File: config.mk
export PLATFORM = sky130hd
export DESIGN_NAME = cal_trigger_status
export DESIGN_NICKNAME = d
export VERILOG_FILES = /design/src/rtl/cal_regs_pkg.sv /design/src/rtl/pin_sync.sv /design/src/rtl/apb_slave.sv /design/src/rtl/cal_trigger_status.sv
export SDC_FILE = /design/constraint.sdc
export NUM_CORES = 1
export LEC_CHECK = 0
export ABC_AREA = 1
export ABC_CLOCK_PERIOD_IN_PS = 3300
export CAP_MARGIN = 20
export CORE_UTILIZATION = 55
export DETAILED_ROUTE_END_ITERATION = 10
export DONT_BUFFER_PORTS = 1
export MAX_ROUTING_LAYER = met4
export PLACE_DENSITY_LB_ADDON = 0.15
export REMOVE_ABC_BUFFERS = 1
export SLEW_MARGIN = 15
export SYNTH_ARGS = -nofsm -noshare
export SYNTH_HDL_FRONTEND = slang
export SYNTH_SLANG_ARGS = --single-unit
File: constraint.sdc
create_clock -name CLK -period 3.3 [get_ports CLK]
set_input_delay 0.33 -clock CLK [delete_from_list [all_inputs] [get_ports CLK]]
set_output_delay 0.33 -clock CLK [all_outputs]
set_load 0.01 [all_outputs]
File: src/rtl/cal_regs_pkg.sv
package cal_regs_pkg;

    // ****************************************************************
    // Register map
    // ****************************************************************
    // Printed offsets are not all multiples of four: they are indices,
    // and the byte address is four times the index.
    localparam logic [7:0]  IDX_STATE      = 8'h6A;
    localparam logic [7:0]  IDX_PIN_SETUP  = 8'h6B;
    localparam logic [7:0]  IDX_SOFT_TRIG  = 8'h6C;
    localparam logic [7:0]  IDX_IRQ_STATUS = 8'h70;
    localparam logic [7:0]  IDX_IRQ_MASK   = 8'h71;
    localparam logic [7:0]  IDX_LP_CTRL    = 8'h72;

    localparam logic [7:0]  PIN_SETUP_RST  = 8'h00;
    localparam logic [7:0]  SOFT_TRIG_RST  = 8'h01;
    localparam logic [7:0]  STATE_RST      = 8'h00;

    // Field positions
    localparam int          FOREGROUND_FINISHED_BIT    = 0;
    localparam int          STOPPED_BIT    = 1;
    localparam int          CODE_LSB       = 2;
    localparam int          CODE_W         = 3;
    localparam int          SRC_SEL_BIT    = 0;
    localparam int          OUT_SEL_LSB    = 1;
    localparam int          SOFT_TRIG_BIT  = 0;
    localparam int          LP_MODE_BIT    = 0;

    // Interrupt status layout
    localparam int          EV_FOREGROUND_FINISHED     = 0;
    localparam int          EV_STOPPED     = 1;
    localparam int          EV_RESUMED     = 2;
    localparam int          EV_W           = 3;

    localparam int          SYNC_STAGES    = 3;

    typedef enum logic [1:0] {
        OUT_FOREGROUND_FINISHED = 2'b00,
        OUT_STOPPED = 2'b01,
        OUT_ALARM   = 2'b10,
        OUT_LOW     = 2'b11
    } out_sel_t;

    typedef struct packed {
        logic                foreground_finished;
        logic                bg_halted;
        logic                bg_running;
        logic                bg_enabled;
        logic [CODE_W-1:0]   code;
    } engine_t;

    typedef struct packed {
        logic        sel;
        logic        en;
        logic        wr;
        logic [7:0]  idx;
        logic [31:0] wdata;
    } apb_req_t;

endpackage

File: src/rtl/pin_sync.sv
`timescale 1ns/1ps
module pin_sync
    import cal_regs_pkg::*;
#(
    parameter int          STAGES  = SYNC_STAGES,
    parameter logic        RST_VAL = 1'b1
) (
    input  wire logic      clk,
    input  wire logic      nrst,
    input  wire logic      ce,
    input  wire logic      pin,
    output logic           level
);

    logic [STAGES-1:0]     chain_q;

    if (STAGES < 3) begin : g_too_short
        $error("pin_sync needs at least three stages");
    end

    // A change counts only once the last two stages agree
    always_ff @(posedge clk or negedge nrst) begin
        if (!nrst) begin
            chain_q <= {STAGES{RST_VAL}};
            level   <= RST_VAL;
        end else if (ce) begin
            chain_q <= {chain_q[STAGES-2:0], pin};
            if (chain_q[STAGES-1] == chain_q[STAGES-2]) begin
                level <= chain_q[STAGES-1];
            end
        end
    end

endmodule

File: src/rtl/apb_slave.sv
`timescale 1ns/1ps
module apb_slave
    import cal_regs_pkg::*;
(
    input  wire logic        psel,
    input  wire logic        penable,
    input  wire logic        pwrite,
    input  wire logic [31:0] paddr,
    input  wire logic [31:0] pwdata,
    output apb_req_t         req,
    output logic             pready,
    output logic             pslverr,
    input  wire logic        mapped
);

    // Single-cycle access phase; index is the word address
    always_comb begin
        req.sel   = psel;
        req.en    = psel & penable;
        req.wr    = pwrite;
        req.idx   = paddr[9:2];
        req.wdata = pwdata;
        pready    = 1'b1;
        pslverr   = psel & penable & ~mapped;
    end

endmodule

File: src/rtl/cal_trigger_status.sv
// Added by the designer: the APB slave port.
`timescale 1ns/1ps
// Contract
// Set background-stopped once background calibration halted at requested phase.
// Clear background-stopped as soon as calibration resumes.
// With background off, set stopped when foreground finished or skipped.
// Foreground-done, bit 0, high once foreground completed or skipped.
// Status register read-only; writes have no effect.
// Two-bit select routes foreground_finished, stopped, alarm, or low to pin.
// Source bit 0 takes software trigger, ignores external pin.
// Source bit 1 takes external pin, ignores software trigger.
// Software trigger bit stands for the pin, resets to one.
// Software without triggers leaves source zero and soft trigger one.
// Software writes reset values into reserved upper bits.
// Trigger low-power mode wakes converter while trigger low.
// External trigger pin synchronised before selection.
// Alarm flag is a single-bit input from outside logic.
module cal_trigger_status
    import cal_regs_pkg::*;
(
    input  wire logic        CLK,
    input  wire logic        NRST,
    input  wire logic        CE,
    input  wire logic        PSEL,
    input  wire logic        PENABLE,
    input  wire logic        PWRITE,
    input  wire logic [31:0] PADDR,
    input  wire logic [31:0] PWDATA,
    output logic      [31:0] PRDATA,
    output logic             PREADY,
    output logic             PSLVERR,
    input  wire logic        ENG_FOREGROUND_FINISHED,
    input  wire logic        ENG_BG_HALTED,
    input  wire logic        ENG_BG_RUNNING,
    input  wire logic        ENG_BG_ENABLED,
    input  wire logic [2:0]  ENG_CODE,
    input  wire logic        ALARM_IN,
    input  wire logic        TRIGGER_INPUT_PIN,
    output logic             STATE_OUTPUT_PIN,
    output logic             CAL_TRIGGER,
    output logic             CONVERTER_WAKE,
    output logic             IRQ
);

    // ****************************************************************
    // Bus slave
    // ****************************************************************
    apb_req_t               req;
    logic                   mapped;
    logic                   wr_en;
    logic                   rd_en;

    function automatic logic is_mapped(input logic [7:0] idx);
        return idx == IDX_STATE || idx == IDX_PIN_SETUP || idx == IDX_SOFT_TRIG
            || idx == IDX_IRQ_STATUS || idx == IDX_IRQ_MASK || idx == IDX_LP_CTRL;
    endfunction

    apb_slave u_bus (
        .psel    (PSEL),
        .penable (PENABLE),
        .pwrite  (PWRITE),
        .paddr   (PADDR),
        .pwdata  (PWDATA),
        .req     (req),
        .pready  (PREADY),
        .pslverr (PSLVERR),
        .mapped  (mapped)
    );

    assign mapped = is_mapped(req.idx) && PADDR[1:0] == 2'b00 && PADDR[31:10] == '0;
    assign wr_en  = CE & req.en & req.wr & mapped;
    // Read data is loaded on the setup edge so it already stands at the access edge
    assign rd_en  = CE & req.sel & ~req.en & ~req.wr & mapped;

    function automatic logic hit(input logic en, input logic [7:0] a, input logic [7:0] b);
        return en && a == b;
    endfunction

    // ****************************************************************
    // Control registers
    // ****************************************************************
    logic [7:0]             pin_setup_q;
    logic [7:0]             soft_trig_q;
    logic                   lp_mode_q;
    logic [EV_W-1:0]        irq_mask_q;

    // Reserved bits are stored as written; software keeps them at reset value
    always_ff @(posedge CLK or negedge NRST) begin
        if (!NRST) begin
            pin_setup_q <= PIN_SETUP_RST;
        end else if (hit(wr_en, req.idx, IDX_PIN_SETUP)) begin
            pin_setup_q <= req.wdata[7:0];
        end
    end

    // soft trigger reset one
    always_ff @(posedge CLK or negedge NRST) begin
        if (!NRST) begin
            soft_trig_q <= SOFT_TRIG_RST;
        end else if (hit(wr_en, req.idx, IDX_SOFT_TRIG)) begin
            soft_trig_q <= req.wdata[7:0];
        end
    end

    always_ff @(posedge CLK or negedge NRST) begin
        if (!NRST) begin
            lp_mode_q  <= 1'b0;
            irq_mask_q <= '0;
        end else begin
            if (hit(wr_en, req.idx, IDX_LP_CTRL)) begin
                lp_mode_q <= req.wdata[LP_MODE_BIT];
            end
            if (hit(wr_en, req.idx, IDX_IRQ_MASK)) begin
                irq_mask_q <= req.wdata[EV_W-1:0];
            end
        end
    end

    // ****************************************************************
    // Calibration state
    // ****************************************************************
    engine_t                eng;
    logic [7:0]             state_q;
    logic                   stopped_d;

    assign eng = '{foreground_finished: ENG_FOREGROUND_FINISHED, bg_halted: ENG_BG_HALTED,
                   bg_running: ENG_BG_RUNNING, bg_enabled: ENG_BG_ENABLED,
                   code: ENG_CODE};

    always_comb begin
        stopped_d = state_q[STOPPED_BIT];
        // clear on resume
        if (eng.bg_enabled && eng.bg_running) begin
            stopped_d = 1'b0;
        // set on halt
        end else if (eng.bg_enabled && eng.bg_halted) begin
            stopped_d = 1'b1;
        // background off
        end else if (!eng.bg_enabled) begin
            stopped_d = eng.foreground_finished;
        end
    end

    // state register has no write path
    always_ff @(posedge CLK or negedge NRST) begin
        if (!NRST) begin
            state_q <= STATE_RST;
        end else if (CE) begin
            // foreground done bit
            state_q[FOREGROUND_FINISHED_BIT]                 <= eng.foreground_finished;
            state_q[STOPPED_BIT]                 <= stopped_d;
            state_q[CODE_LSB+CODE_W-1:CODE_LSB]  <= eng.code;
            state_q[7:CODE_LSB+CODE_W]           <= '0;
        end
    end

    // ****************************************************************
    // Trigger selection and status pin
    // ****************************************************************
    logic                   ext_trig;
    out_sel_t               out_sel;

    // pin synchroniser
    pin_sync #(
        .STAGES  (SYNC_STAGES),
        .RST_VAL (1'b1)
    ) u_trig_sync (
        .clk   (CLK),
        .nrst  (NRST),
        .ce    (CE),
        .pin   (TRIGGER_INPUT_PIN),
        .level (ext_trig)
    );

    assign out_sel = out_sel_t'(pin_setup_q[OUT_SEL_LSB+1:OUT_SEL_LSB]);

    always_ff @(posedge CLK or negedge NRST) begin
        if (!NRST) begin
            CAL_TRIGGER <= SOFT_TRIG_RST[SOFT_TRIG_BIT];
        end else if (CE) begin
            // software source
            // pin source
            CAL_TRIGGER <= pin_setup_q[SRC_SEL_BIT] ? ext_trig
                                                    : soft_trig_q[SOFT_TRIG_BIT];
        end
    end

    // wake while trigger low
    always_ff @(posedge CLK or negedge NRST) begin
        if (!NRST) begin
            CONVERTER_WAKE <= 1'b0;
        end else if (CE) begin
            CONVERTER_WAKE <= lp_mode_q & ~CAL_TRIGGER;
        end
    end

    always_ff @(posedge CLK or negedge NRST) begin
        if (!NRST) begin
            STATE_OUTPUT_PIN <= 1'b0;
        end else if (CE) begin
            // pin routing
            case (out_sel)
                OUT_FOREGROUND_FINISHED: STATE_OUTPUT_PIN <= state_q[FOREGROUND_FINISHED_BIT];
                OUT_STOPPED: STATE_OUTPUT_PIN <= state_q[STOPPED_BIT];
                // alarm input
                OUT_ALARM:   STATE_OUTPUT_PIN <= ALARM_IN;
                default:     STATE_OUTPUT_PIN <= 1'b0;
            endcase
        end
    end

    // ****************************************************************
    // Interrupts
    // ****************************************************************
    logic [EV_W-1:0]        irq_stat_q;
    logic [EV_W-1:0]        events;
    logic [EV_W-1:0]        w1c;

    always_comb begin
        events             = '0;
        events[EV_FOREGROUND_FINISHED] = eng.foreground_finished & ~state_q[FOREGROUND_FINISHED_BIT];
        events[EV_STOPPED] = stopped_d & ~state_q[STOPPED_BIT];
        events[EV_RESUMED] = ~stopped_d & state_q[STOPPED_BIT];
        w1c = hit(wr_en, req.idx, IDX_IRQ_STATUS) ? req.wdata[EV_W-1:0] : '0;
    end

    // A new event wins over a clear in the same cycle
    always_ff @(posedge CLK or negedge NRST) begin
        if (!NRST) begin
            irq_stat_q <= '0;
        end else if (CE) begin
            irq_stat_q <= (irq_stat_q & ~w1c) | events;
        end
    end

    assign IRQ = |(irq_stat_q & irq_mask_q);

    // ****************************************************************
    // Read data
    // ****************************************************************
    always_ff @(posedge CLK or negedge NRST) begin
        if (!NRST) begin
            PRDATA <= '0;
        end else if (rd_en) begin
            case (req.idx)
                IDX_STATE:      PRDATA <= {24'h00_0000, state_q};
                IDX_PIN_SETUP:  PRDATA <= {24'h00_0000, pin_setup_q};
                IDX_SOFT_TRIG:  PRDATA <= {24'h00_0000, soft_trig_q};
                IDX_IRQ_STATUS: PRDATA <= {29'h0000_0000, irq_stat_q};
                IDX_IRQ_MASK:   PRDATA <= {29'h0000_0000, irq_mask_q};
                IDX_LP_CTRL:    PRDATA <= {31'h0000_0000, lp_mode_q};
                default:        PRDATA <= '0;
            endcase
        end
    end

    // ****************************************************************
    // Checks
    // ****************************************************************
    a_state_ro_write: assert property (
        @(posedge CLK) disable iff (!NRST)
        wr_en && req.idx == IDX_STATE
        |=> state_q[FOREGROUND_FINISHED_BIT] == $past(eng.foreground_finished) && state_q[7:CODE_LSB+CODE_W] == '0)
        else $error("state register changed by write");

    a_foreground_finished_track: assert property (
        @(posedge CLK) disable iff (!NRST)
        CE && eng.foreground_finished |=> state_q[FOREGROUND_FINISHED_BIT])
        else $error("foreground done not reported");

    a_stop_on_halt: assert property (
        @(posedge CLK) disable iff (!NRST)
        CE && eng.bg_enabled && eng.bg_halted && !eng.bg_running
        |=> state_q[STOPPED_BIT])
        else $error("stopped bit not set on halt");

    a_clear_on_resume: assert property (
        @(posedge CLK) disable iff (!NRST)
        CE && eng.bg_enabled && eng.bg_running |=> !state_q[STOPPED_BIT])
        else $error("stopped bit not cleared on resume");

    a_fg_only_stop: assert property (
        @(posedge CLK) disable iff (!NRST)
        CE && !eng.bg_enabled |=> state_q[STOPPED_BIT] == $past(eng.foreground_finished))
        else $error("stopped bit wrong with background off");

    a_pin_forced_low: assert property (
        @(posedge CLK) disable iff (!NRST)
        CE && out_sel == OUT_LOW |=> !STATE_OUTPUT_PIN)
        else $error("status pin not low");

    a_pin_alarm: assert property (
        @(posedge CLK) disable iff (!NRST)
        CE && out_sel == OUT_ALARM |=> STATE_OUTPUT_PIN == $past(ALARM_IN))
        else $error("status pin not alarm");

    a_soft_source: assert property (
        @(posedge CLK) disable iff (!NRST)
        CE && !pin_setup_q[SRC_SEL_BIT] |=> CAL_TRIGGER == $past(soft_trig_q[0]))
        else $error("software trigger not selected");

    a_pin_source: assert property (
        @(posedge CLK) disable iff (!NRST)
        CE && pin_setup_q[SRC_SEL_BIT] |=> CAL_TRIGGER == $past(ext_trig))
        else $error("pin trigger not selected");

    a_wake_low: assert property (
        @(posedge CLK) disable iff (!NRST)
        CE && lp_mode_q && !CAL_TRIGGER |=> CONVERTER_WAKE)
        else $error("converter not woken");

endmodule

==> flow_summary.yaml, run 1 <==
run_status:
  status: "finished clean"
die:
  die_area_sq_um: 4890
  fp-row-count: 24
  start_util: 0.579
  core_area_sq_um: 4380
  fp.dieW_um: 69.9
  die_h_um: 69.9
  pin_count: 117
critical_path:
  reg2reg_to: "PRDATA[0]"
  endpoint_kind: "output port"
  crit_arrival_ns: 1.46
  start_kind: "input pin"
  r2r_start: "soft_trig_q[0]"
  crit_fanout: 24
  r2r_slack_ns: 2.15
  critPathKind: "in -> out"
  required_ns: 2.97
  rr_worst_depth: 6
placement:
  portBuffers: 0
  dpl.hpwl_um: 3740
  place_congestion: 0.851
timing:
  slew-limit-headroom: 0.646
  finalClockSkew_ns: 0.00354
  rsz0062_at_grt: "no"
  worstMarginPinSlew_ns: 0.531
  final.period_utilization: 0.542
  fin_setup_tns_ns: 0
  min_period_ns: 1.79
  fin_hold_ws_ns: 0.115
  fmax_mhz: 559
  setup_violations: 0
  drv_slew: 0
  hold_viol_final: 0
cts:
  cts_tree: "yes"
  holdBufCountCts: 2
  post_cts_buffers: 0
  htree_levels: 2
  path_clk_slew_ns: 0.08
  cts_root_buffer: "clkbuf_8"
  cts_sinks: 43
  cts_resized: 0
  clkLatencyLatePin_ns: 0.29
  cts_buffers: 5
  clock_path_buffers: 2
finish:
  final_util: 0.589
  drive_above_1_share: 0.0968
  filler_cell_count: 410
  multi_input_area_sq_um: 1160
  n_antenna_cell: 0
  regArea_sq_um: 1080
  syn_to_final_growth_pct: 1.78
  fin_nets: 419
pwr:
  fin_total_pwr_mw: 1.03
  power_density_nw_per_um2: 399
  peakVddDrop_mv: 0.266
  leakagePower_nw: 1.35
min_path:
  min_path_type: "in -> reg"
  worstHoldPathCells: 1
  min_to: "u_trig_sync.chain_q[0]"
  holdCritStartpoint: "CE"
synthesis:
  yosysWarningCount: 0
  synth_top_family_by_area: "simple AND/OR/NAND/NOR gates"
  ys_seq_area_frac: 0.427
  synth-xor-area-share: 0
  synth_edf_count: 0
  syn_inst: 342
  avgSynthCellArea_sq_um: 7.42
  synthAdderAreaFrac: 0
  ys_ff_latch: 43
  ys_types: 31
  muxShareOfSynthArea: 0
  synth_compound_area_frac: 0.0863
  synthFlopType: "dfrtp_1"
  synth_simple_gate_area_frac: 0.333
  async_flop_share: 1.00
  syn_area_sq_um: 2540
detailed_routing:
  ant_nets: 0
  drtPass1Iterations: 4
  avgViaCountPerCell: 5.22
  vias: 2052
  drc: 0
  drt-total-wl_um: 5280
  drtIter0Drc: 129
  wl_per_cell_um: 13.4
grt:
  grt_pass1_wl_um: 9030
  grt_pass1_vias: 1876
  grt-ovfl-total: 0
  grt.total_usage: 0.239
  antenna_found_initial: 0
  grt_max_degree: 44
run:
  drv_cap: 0
-- how the worst max path moves through the flow --
| stage | startpoint | to | cells after the start |
|---|---|---|---|
| 2_1_floorplan | PSEL | irq_stat_q[0] | 5 |
| 3_3_place_gp | PADDR[9] | pin_setup_q[5] | 11 |
| 3_5_place_dp | PADDR[9] | pin_setup_q[3] | 11 |
| 4_1_cts | PADDR[9] | PSLVERR | 9 |
| 5_1_grt | PADDR[29] | PSLVERR | 7 |
| 6_report | PADDR[9] | PSLVERR | 9 |
-- critical path: stages --
cell     delay, ns
inv_1         0.03
nand2_1       0.07
nor2_2        0.23
nand2_2       0.14
nand2_2       0.08
inv_2         0.03
nand3_2       0.08
and2_4        0.33
nor2_1        0.13
-- cell usage in the layout, fill, tap and decap left out --
cell,Yosys,layout
and2_4,1,1
nand2_1,109,109
nand4_1,22,22
nand3_1,11,11
dfrtp_1,37,37
conb_1,2,25
and3_1,1,1
o31ai_1,1,1
a22o_1,3,3
o22ai_1,1,1
o211ai_1,2,2
buf_12,0,1
nand3_2,3,3
o21bai_1,3,3
dlygate4sd3_1,0,1
nor2_1,37,37
nor2_4,1,1
a21oi_1,5,5
o21ai_2,3,3
bufinv_16,0,1
nand2_2,3,3
o311ai_0,1,1
nor2_2,3,3
inv_1,31,31
dfstp_2,6,6
o21ai_1,1,1
clkbuf_8,0,5
o21ai_0,14,14
nand2_4,1,1
a31oi_1,1,1
buf_4,27,1
clkbuf_1,4,2
inv_2,4,4
-- layout make-up --
class                      instances  area share
sequential                        43       0.420
timing repair buffer               3      0.0145
tap                               52      0.0252
multi-input combinational        252       0.449
clock inverter                     1      0.0116
clock buffer                       7      0.0296
inverter                          35      0.0509
-- report_power, final --
group | switching [mW] | leakage, nW | internal [mW]
combinational | 0.0523 | 0.767 | 0.0210
sequential | 0.0112 | 0.528 | 0.548
clock | 0.173 | 0.0524 | 0.227
-- state kept, by name, indices dropped and copies added, names as in the netlist --
register             flops
PRDATA                   8
irq_stat_q               3
state_q                  5
STATE_OUTPUT_PIN         1
u_trig_sync.level        1
u_trig_sync.chain_q      3
soft_trig_q              8
irq_mask_q               3
pin_setup_q              8
lp_mode_q                1
CAL_TRIGGER              1
CONVERTER_WAKE           1
-- stage by stage --
stage	std cells	setup slack [ns]	area (sq um)
floorplan	330	1.50	2370
global placement	383	1.43	2450
detailed placement	383	1.41	2450
CTS	393	1.50	2580
global route	393	1.40	2580
finish	393	1.51	2580
-- logic make-up after synthesis --
| group | Yosys count |
|---|---|
| and+or+nand+nor | 192 |
| buffers and inverters | 70 |
| other | 2 |
| AOI/OAI and AO/OA | 35 |
| DFF | 43 |
-- synthesized netlist by cell type (3+ instances only) --
cell        n  share of area
nand2_1   109           0.16
dfrtp_1    37           0.36
nor2_1     37          0.055
inv_1      31          0.046
buf_4      27          0.080
nand4_1    22          0.054
o21ai_0    14          0.028
nand3_1    11          0.022
dfstp_2     6          0.062
a21oi_1     5         0.0099
clkbuf_1    4         0.0059
inv_2       4         0.0059
a22o_1      3          0.010
nand2_2     3         0.0074
nand3_2     3          0.012
nor2_2      3         0.0074
o21ai_2     3          0.010
o21bai_1    3         0.0089
-- per-layer routing --
metal	wire (um)	track usage
met1	2310	0.333
met4	60	0.0756
met5	0	-
met3	465	0.0577
met2	2450	0.346
Power figures use the tool's default switching activity.
==> run 2, diff against run 1 <==
--- a/config.mk
+++ b/config.mk
@@ -6,7 +6,7 @@
 export NUM_CORES = 1
 export LEC_CHECK = 0
 export ABC_AREA = 1
-export ABC_CLOCK_PERIOD_IN_PS = 3300
+export ABC_CLOCK_PERIOD_IN_PS = 1600
 export CAP_MARGIN = 20
 export CORE_UTILIZATION = 55
 export DETAILED_ROUTE_END_ITERATION = 10
==> constraint.sdc (replaced) <==
create_clock -name CLK -period 1.6 [get_ports CLK]
set_input_delay 0.16 -clock CLK [delete_from_list [all_inputs] [get_ports CLK]]
set_output_delay 0.16 -clock CLK [all_outputs]
set_load 0.01 [all_outputs]
==> flow_summary.yaml, run 2 (synthesis gave the netlist of run 1 again) <==
run_status:
  status: "finished clean"
critical_path:
  start_kind: "register"
  r2r_slack_ns: 0.30
  r2r_start: "u_trig_sync.chain_q[0]"
  required_ns: 1.83
  endpoint_kind: "register"
  critPathKind: "reg -> reg"
  rr_worst_depth: 3
  reg2reg_to: "u_trig_sync.chain_q[0]"
  crit_arrival_ns: 1.53
  crit_fanout: 2
placement:
  place_congestion: 0.851
  dpl.hpwl_um: 3870
  dp_cells: 393
  portBuffers: 0
  dp_slack_ns: 0.124
  place_area_sq_um: 2550
finish:
  final_cell_area_sq_um: 2790
  drive_above_1_share: 0.118
  filler_cell_count: 407
  final_common_cell: "nand2_1"
  fin_nets: 442
  syn_to_final_growth_pct: 10.1
  n_antenna_cell: 0
  top_regs: "PRDATA: 8 flops, pin_setup_q: 8 flops, soft_trig_q: 8 flops"
  layout_common_cells: "nand2_1, dfrtp_1, nor2_1"
  final_cells: 416
cts:
  htree_levels: 2
  cts_tree: "yes"
  cts_root_buffer: "clkbuf_8"
  clock_path_buffers: 2
  cts_buffers: 5
  path_clk_slew_ns: 0.09
  post_cts_buffers: 0
  cts_sinks: 43
  clkLatencyLatePin_ns: 0.30
grt:
  grt_pass1_vias: 1975
  grt_pass1_wl_um: 9530
  grt-ovfl-total: 0
  grt.total_usage: 0.256
  grt_max_degree: 44
  antenna_found_initial: 0
die:
  start_util: 0.579
  core_area_sq_um: 4380
  die_h_um: 69.9
  die_area_sq_um: 4890
  pin_count: 117
  fp-row-count: 24
  fp.dieW_um: 69.9
timing:
  slew-limit-headroom: 0.647
  setup_slack_ns: 0.300
  finalClockSkew_ns: 0.0129
  min_period_ns: 1.30
  final.period_utilization: 0.812
  fin_setup_tns_ns: 0
  fmax_mhz: 769
  setup_violations: 0
  drv_slew: 0
  hold_viol_final: 0
  rsz0062_at_grt: "no"
  worstMarginPinSlew_ns: 0.530
detailed_routing:
  drtIter0Drc: 162
  wl_per_cell_um: 13.3
  drt-total-wl_um: 5540
  drtPass1Iterations: 4
  vias: 2133
  drc: 0
  ant_nets: 0
  avgViaCountPerCell: 5.13
run:
  drv_cap: 0
min_path:
  worstHoldPathCells: 2
  min_path_type: "in -> reg"
  holdCritStartpoint: "PWDATA[4]"
  min_to: "pin_setup_q[4]"
pwr:
  power_density_nw_per_um2: 724
  peakVddDrop_mv: 0.467
  leakagePower_nw: 1.46
[run 2: cell count changes in the layout (fill, tap and decap cells not counted)]
cell and change:
buf_4 +8, bufinv_16 -1, clkinvlp_4 +1, buf_12 +2
dlygate4sd3_1 +12, dlymetal6s4s_1 +1
[run 2: timing repair]
action / in CTS / in global routing
resized for setup: 0 / 1
hold buffers: 15 / 0
hold endpoints to repair: 60 / 0
setup endpoints to repair: 0 / 1
[run 2: how the worst max path moves through the flow]
stage               cells after the start                    from  slack, ns                     end
floorplan                               5                    PSEL      -0.03           irq_stat_q[0]
global placement                       11                PADDR[9]       0.16          pin_setup_q[3]
detailed placement                     11                PADDR[9]       0.12          pin_setup_q[3]
CTS                                     3                      CE       0.08  u_trig_sync.chain_q[0]
global route                            3  u_trig_sync.chain_q[0]       0.23  u_trig_sync.chain_q[0]
finish                                  3  u_trig_sync.chain_q[0]       0.30  u_trig_sync.chain_q[0]
[run 2: cell type report]
class	count	area, sq um	area share
repair buffers	26	270	0.0968
multi-input cells	252	1160	0.415
inverters	35	131	0.0470
flip-flops and latches	43	1080	0.388
well taps	52	65.1	0.0233
clock buffers	7	76.3	0.0273
clock inverters	1	7.51	0.00269
[run 2: worst max-delay path: stages (launching register included)]
cell and delay, ns:
dfstp_2 0.52, inv_1 0.04, o21ai_0 0.12, dlygate4sd3_1 0.57
[run 2: power breakdown]
group | switching [mW] | internal [mW]
registers | 0.0249 | 1.13
logic | 0.120 | 0.0681
clock network | 0.371 | 0.309
total | 0.516 | 1.51
[run 2: metrics by stage]
step,hold WS [ns],power (mW),utilization
after floorplan,-0.136,1.27,-
after global placement,-0.135,1.30,0.581
after detailed placement,-0.135,1.30,0.581
after CTS,0.00255,2.04,0.636
after global routing,0.00731,2.10,0.637
final,0.000574,2.02,0.637
[run 2: metal layers]
layer / up-vias / wire length [um] / global-route usage
li1: 1085 / - / -
met1: 958 / 2570 / 0.354
met2: 83 / 2530 / 0.391
met3: 7 / 395 / 0.0505
met4: 0 / 55 / 0.0622
met5: - / 0 / -
==> run 3, diff against run 2 <==
--- a/config.mk
+++ b/config.mk
@@ -5,8 +5,8 @@
 export SDC_FILE = /design/constraint.sdc
 export NUM_CORES = 1
 export LEC_CHECK = 0
-export ABC_AREA = 1
-export ABC_CLOCK_PERIOD_IN_PS = 1600
+export ABC_AREA = 0
+export ABC_CLOCK_PERIOD_IN_PS = 1200
 export CAP_MARGIN = 20
 export CORE_UTILIZATION = 55
 export DETAILED_ROUTE_END_ITERATION = 10
==> constraint.sdc (replaced) <==
create_clock -name CLK -period 1.2 [get_ports CLK]
set_input_delay 0.12 -clock CLK [delete_from_list [all_inputs] [get_ports CLK]]
set_output_delay 0.12 -clock CLK [all_outputs]
set_load 0.01 [all_outputs]
==> flow_summary.yaml, run 3 <==
detailed_routing:
  wl_per_cell_um: 19.7
  drtPass1Iterations: 4
  vias: 1800
  ant_nets: 0
  drt-total-wl_um: 6100
  avgViaCountPerCell: 5.83
  drc: 0
  drtIter0Drc: 85
cts:
  cts_tree: "yes"
  cts_buffers: 5
  htree_levels: 2
  cts_root_buffer: "clkbuf_8"
  path_clk_slew_ns: 0.09
  cts_sinks: 43
  clkLatencyLatePin_ns: 0.31
  clock_path_buffers: 2
synthesis:
  syn_inst: 204
  ys_ff_latch: 43
  ys_types: 42
  yosys.area.top_type: "dfrtp_1"
  synthTopCellsByCount: "dfrtp_1, mux2_2, buf_4"
  yosysTopAreaCellShare: 0.400
  synth_edf_count: 0
  yosysWarningCount: 0
  avgSynthCellArea_sq_um: 11.3
  synthTopCellsByArea: "dfrtp_1, mux2_2, buf_4"
  synth.most_common_cell: "dfrtp_1"
  synthFlopType: "dfrtp_1"
  async_flop_share: 1.00
  ys_seq_area_frac: 0.468
  syn_area_sq_um: 2310
timing:
  setup_violations: 32
  min_period_ns: 1.36
  setup_slack_ns: -0.163
  worstMarginPinSlew_ns: 0.612
  hold_viol_final: 0
  drv_slew: 0
  final.period_utilization: 1.14
  slew-limit-headroom: 0.592
  rsz0062_at_grt: "yes"
  fmax_mhz: 734
  finalClockSkew_ns: 0.0120
finish:
  syn_to_final_growth_pct: 29.3
  filler_cell_count: 275
  top_regs: "PRDATA: 8 flops, pin_setup_q: 8 flops, soft_trig_q: 8 flops"
  final_cell_area_sq_um: 2990
  drive_above_1_share: 0.409
  final_common_cell: "dfrtp_1"
  fin_nets: 337
  layout_common_cells: "dfrtp_1, buf_4, conb_1"
  final_util: 0.743
  n_antenna_cell: 0
critical_path:
  rr_worst_depth: 4
  endpoint_kind: "output port"
  reg2reg_to: "PRDATA[2]"
  critPathKind: "reg -> out"
  start_kind: "register"
  r2r_slack_ns: -0.13
  crit_fanout: 3
  crit_arrival_ns: 1.24
  r2r_start: "irq_stat_q[2]"
  required_ns: 1.08
pwr:
  power_density_nw_per_um2: 950
  combPwrFrac: 0.108
  p_sw_mw: 0.720
  seq_power_share: 0.550
  peakVddDrop_mv: 0.664
  switching_share: 0.253
  p_int_mw: 2.12
  leakagePower_nw: 1.38
  power_frac_clock: 0.343
grt:
  grt_max_degree: 44
  grt-ovfl-total: 0
  antenna_found_initial: 0
  grt.total_usage: 0.304
  grt_pass1_vias: 1955
  grt_pass1_wl_um: 9320
min_path:
  min_to: "u_trig_sync.level"
  holdCritStartpoint: "CE"
  min_path_type: "in -> reg"
  worstHoldPathCells: 2
placement:
  place_area_sq_um: 2440
  dpl.hpwl_um: 3920
  portBuffers: 0
  place_congestion: 0.887
die:
  fp-row-count: 23
  die_area_sq_um: 4470
  fp.dieW_um: 66.9
  core_area_sq_um: 4030
  start_util: 0.575
  die_h_um: 66.9
  pin_count: 117
run_status:
  status: "finished with violations"
  violations: "negative setup slack"
run:
  drv_cap: 0
==> run 3: cell types whose count changed after synthesis, moves of 7 or more <==
cell / change
nand3_1: -10
nand2_1: -99
mux2_2: +33
o21ai_0: -7
inv_1: -20
nor2_1: -30
nor4_1: +7
nand4_1: -18
==> run 3: per-layer routing <==
layer	vias to the layer above	global-route usage	wire [um]
met2	86	0.538	3270
met5	-	-	0
met4	0	0.136	134
li1	803	-	-
met1	894	0.325	2290
met3	17	0.0651	410
==> run 3: timing repair <==
| item | 4_1_cts | 5_1_grt |
|---|---|---|
| pin swaps | 16 | 6 |
| setup buffers | 9 | 2 |
| hold buffers | 16 | 0 |
| hold endpoints to repair | 76 | 0 |
| setup endpoints to repair | 32 | 39 |
| gates resized for setup | 29 | 10 |
==> run 3: critical path, cell delays in order, from the launching register on <==
cell and delay, ns:
dfrtp_1 0.41, a222oi_1 0.40, inv_1 0.14
==> run 3: metrics by stage <==
step / cells / worst slack (ns) / power, mW / hold slack [ns] / setup TNS, ns
6_report: 309 / -0.163 / 2.84 / 0.0207 / -3.35
5_1_grt: 309 / -0.213 / 2.96 / 0.0168 / -5.55
4_1_cts: 307 / -0.165 / 2.85 / 0.00611 / -3.03
3_5_place_dp: 274 / -0.566 / 1.78 / -0.175 / -15.79
3_3_place_gp: 274 / -0.511 / 1.77 / -0.175 / -14.67
2_1_floorplan: 199 / -0.575 / 1.72 / -0.176 / -11.35
==> run 3: final cells by class <==
cell class | instances | area [sq um] | share of cell area
multi-input cells | 145 | 1240 | 0.414
flip-flops and latches | 43 | 1080 | 0.362
repair buffers | 52 | 474 | 0.158
clock buffers | 7 | 86.3 | 0.0288
well taps | 50 | 62.6 | 0.0209
inverters | 11 | 41.3 | 0.0138
clock inverters | 1 | 5.00 | 0.00167
==> run 3: worst max path at each step <==
stage | slack (ns) | start | endpoint
finish | -0.16 | irq_mask_q[2] | IRQ
global route | -0.21 | PADDR[27] | pin_setup_q[5]
CTS | -0.16 | irq_stat_q[2] | IRQ
detailed placement | -0.57 | PADDR[20] | soft_trig_q[4]
global placement | -0.51 | PADDR[21] | soft_trig_q[5]
floorplan | -0.57 | PADDR[20] | soft_trig_q[1]
==> run 3: power by group through the flow <==
| stage | clock network, mW | registers (mW) | logic, mW |
|---|---|---|---|
| after floorplan | 0 | 1.58 | 0.145 |
| after global placement | 0 | 1.59 | 0.184 |
| after detailed placement | 0 | 1.59 | 0.195 |
| after CTS | 0.989 | 1.56 | 0.299 |
| after global routing | 1.05 | 1.57 | 0.340 |
| final | 0.975 | 1.56 | 0.306 |
==> run 3: kinds of logic (layout without fill, tap and decap cells) <==
logic type | count (synthesis) | count (layout) | synth area share
AND/OR/NAND/NOR | 46 | 46 | 0.126
flip-flops | 43 | 43 | 0.468
buffers and inverters | 39 | 71 | 0.107
AO/OA/AOI/OAI | 38 | 38 | 0.122
multiplexers | 36 | 36 | 0.174
other | 2 | 25 | 0.00324
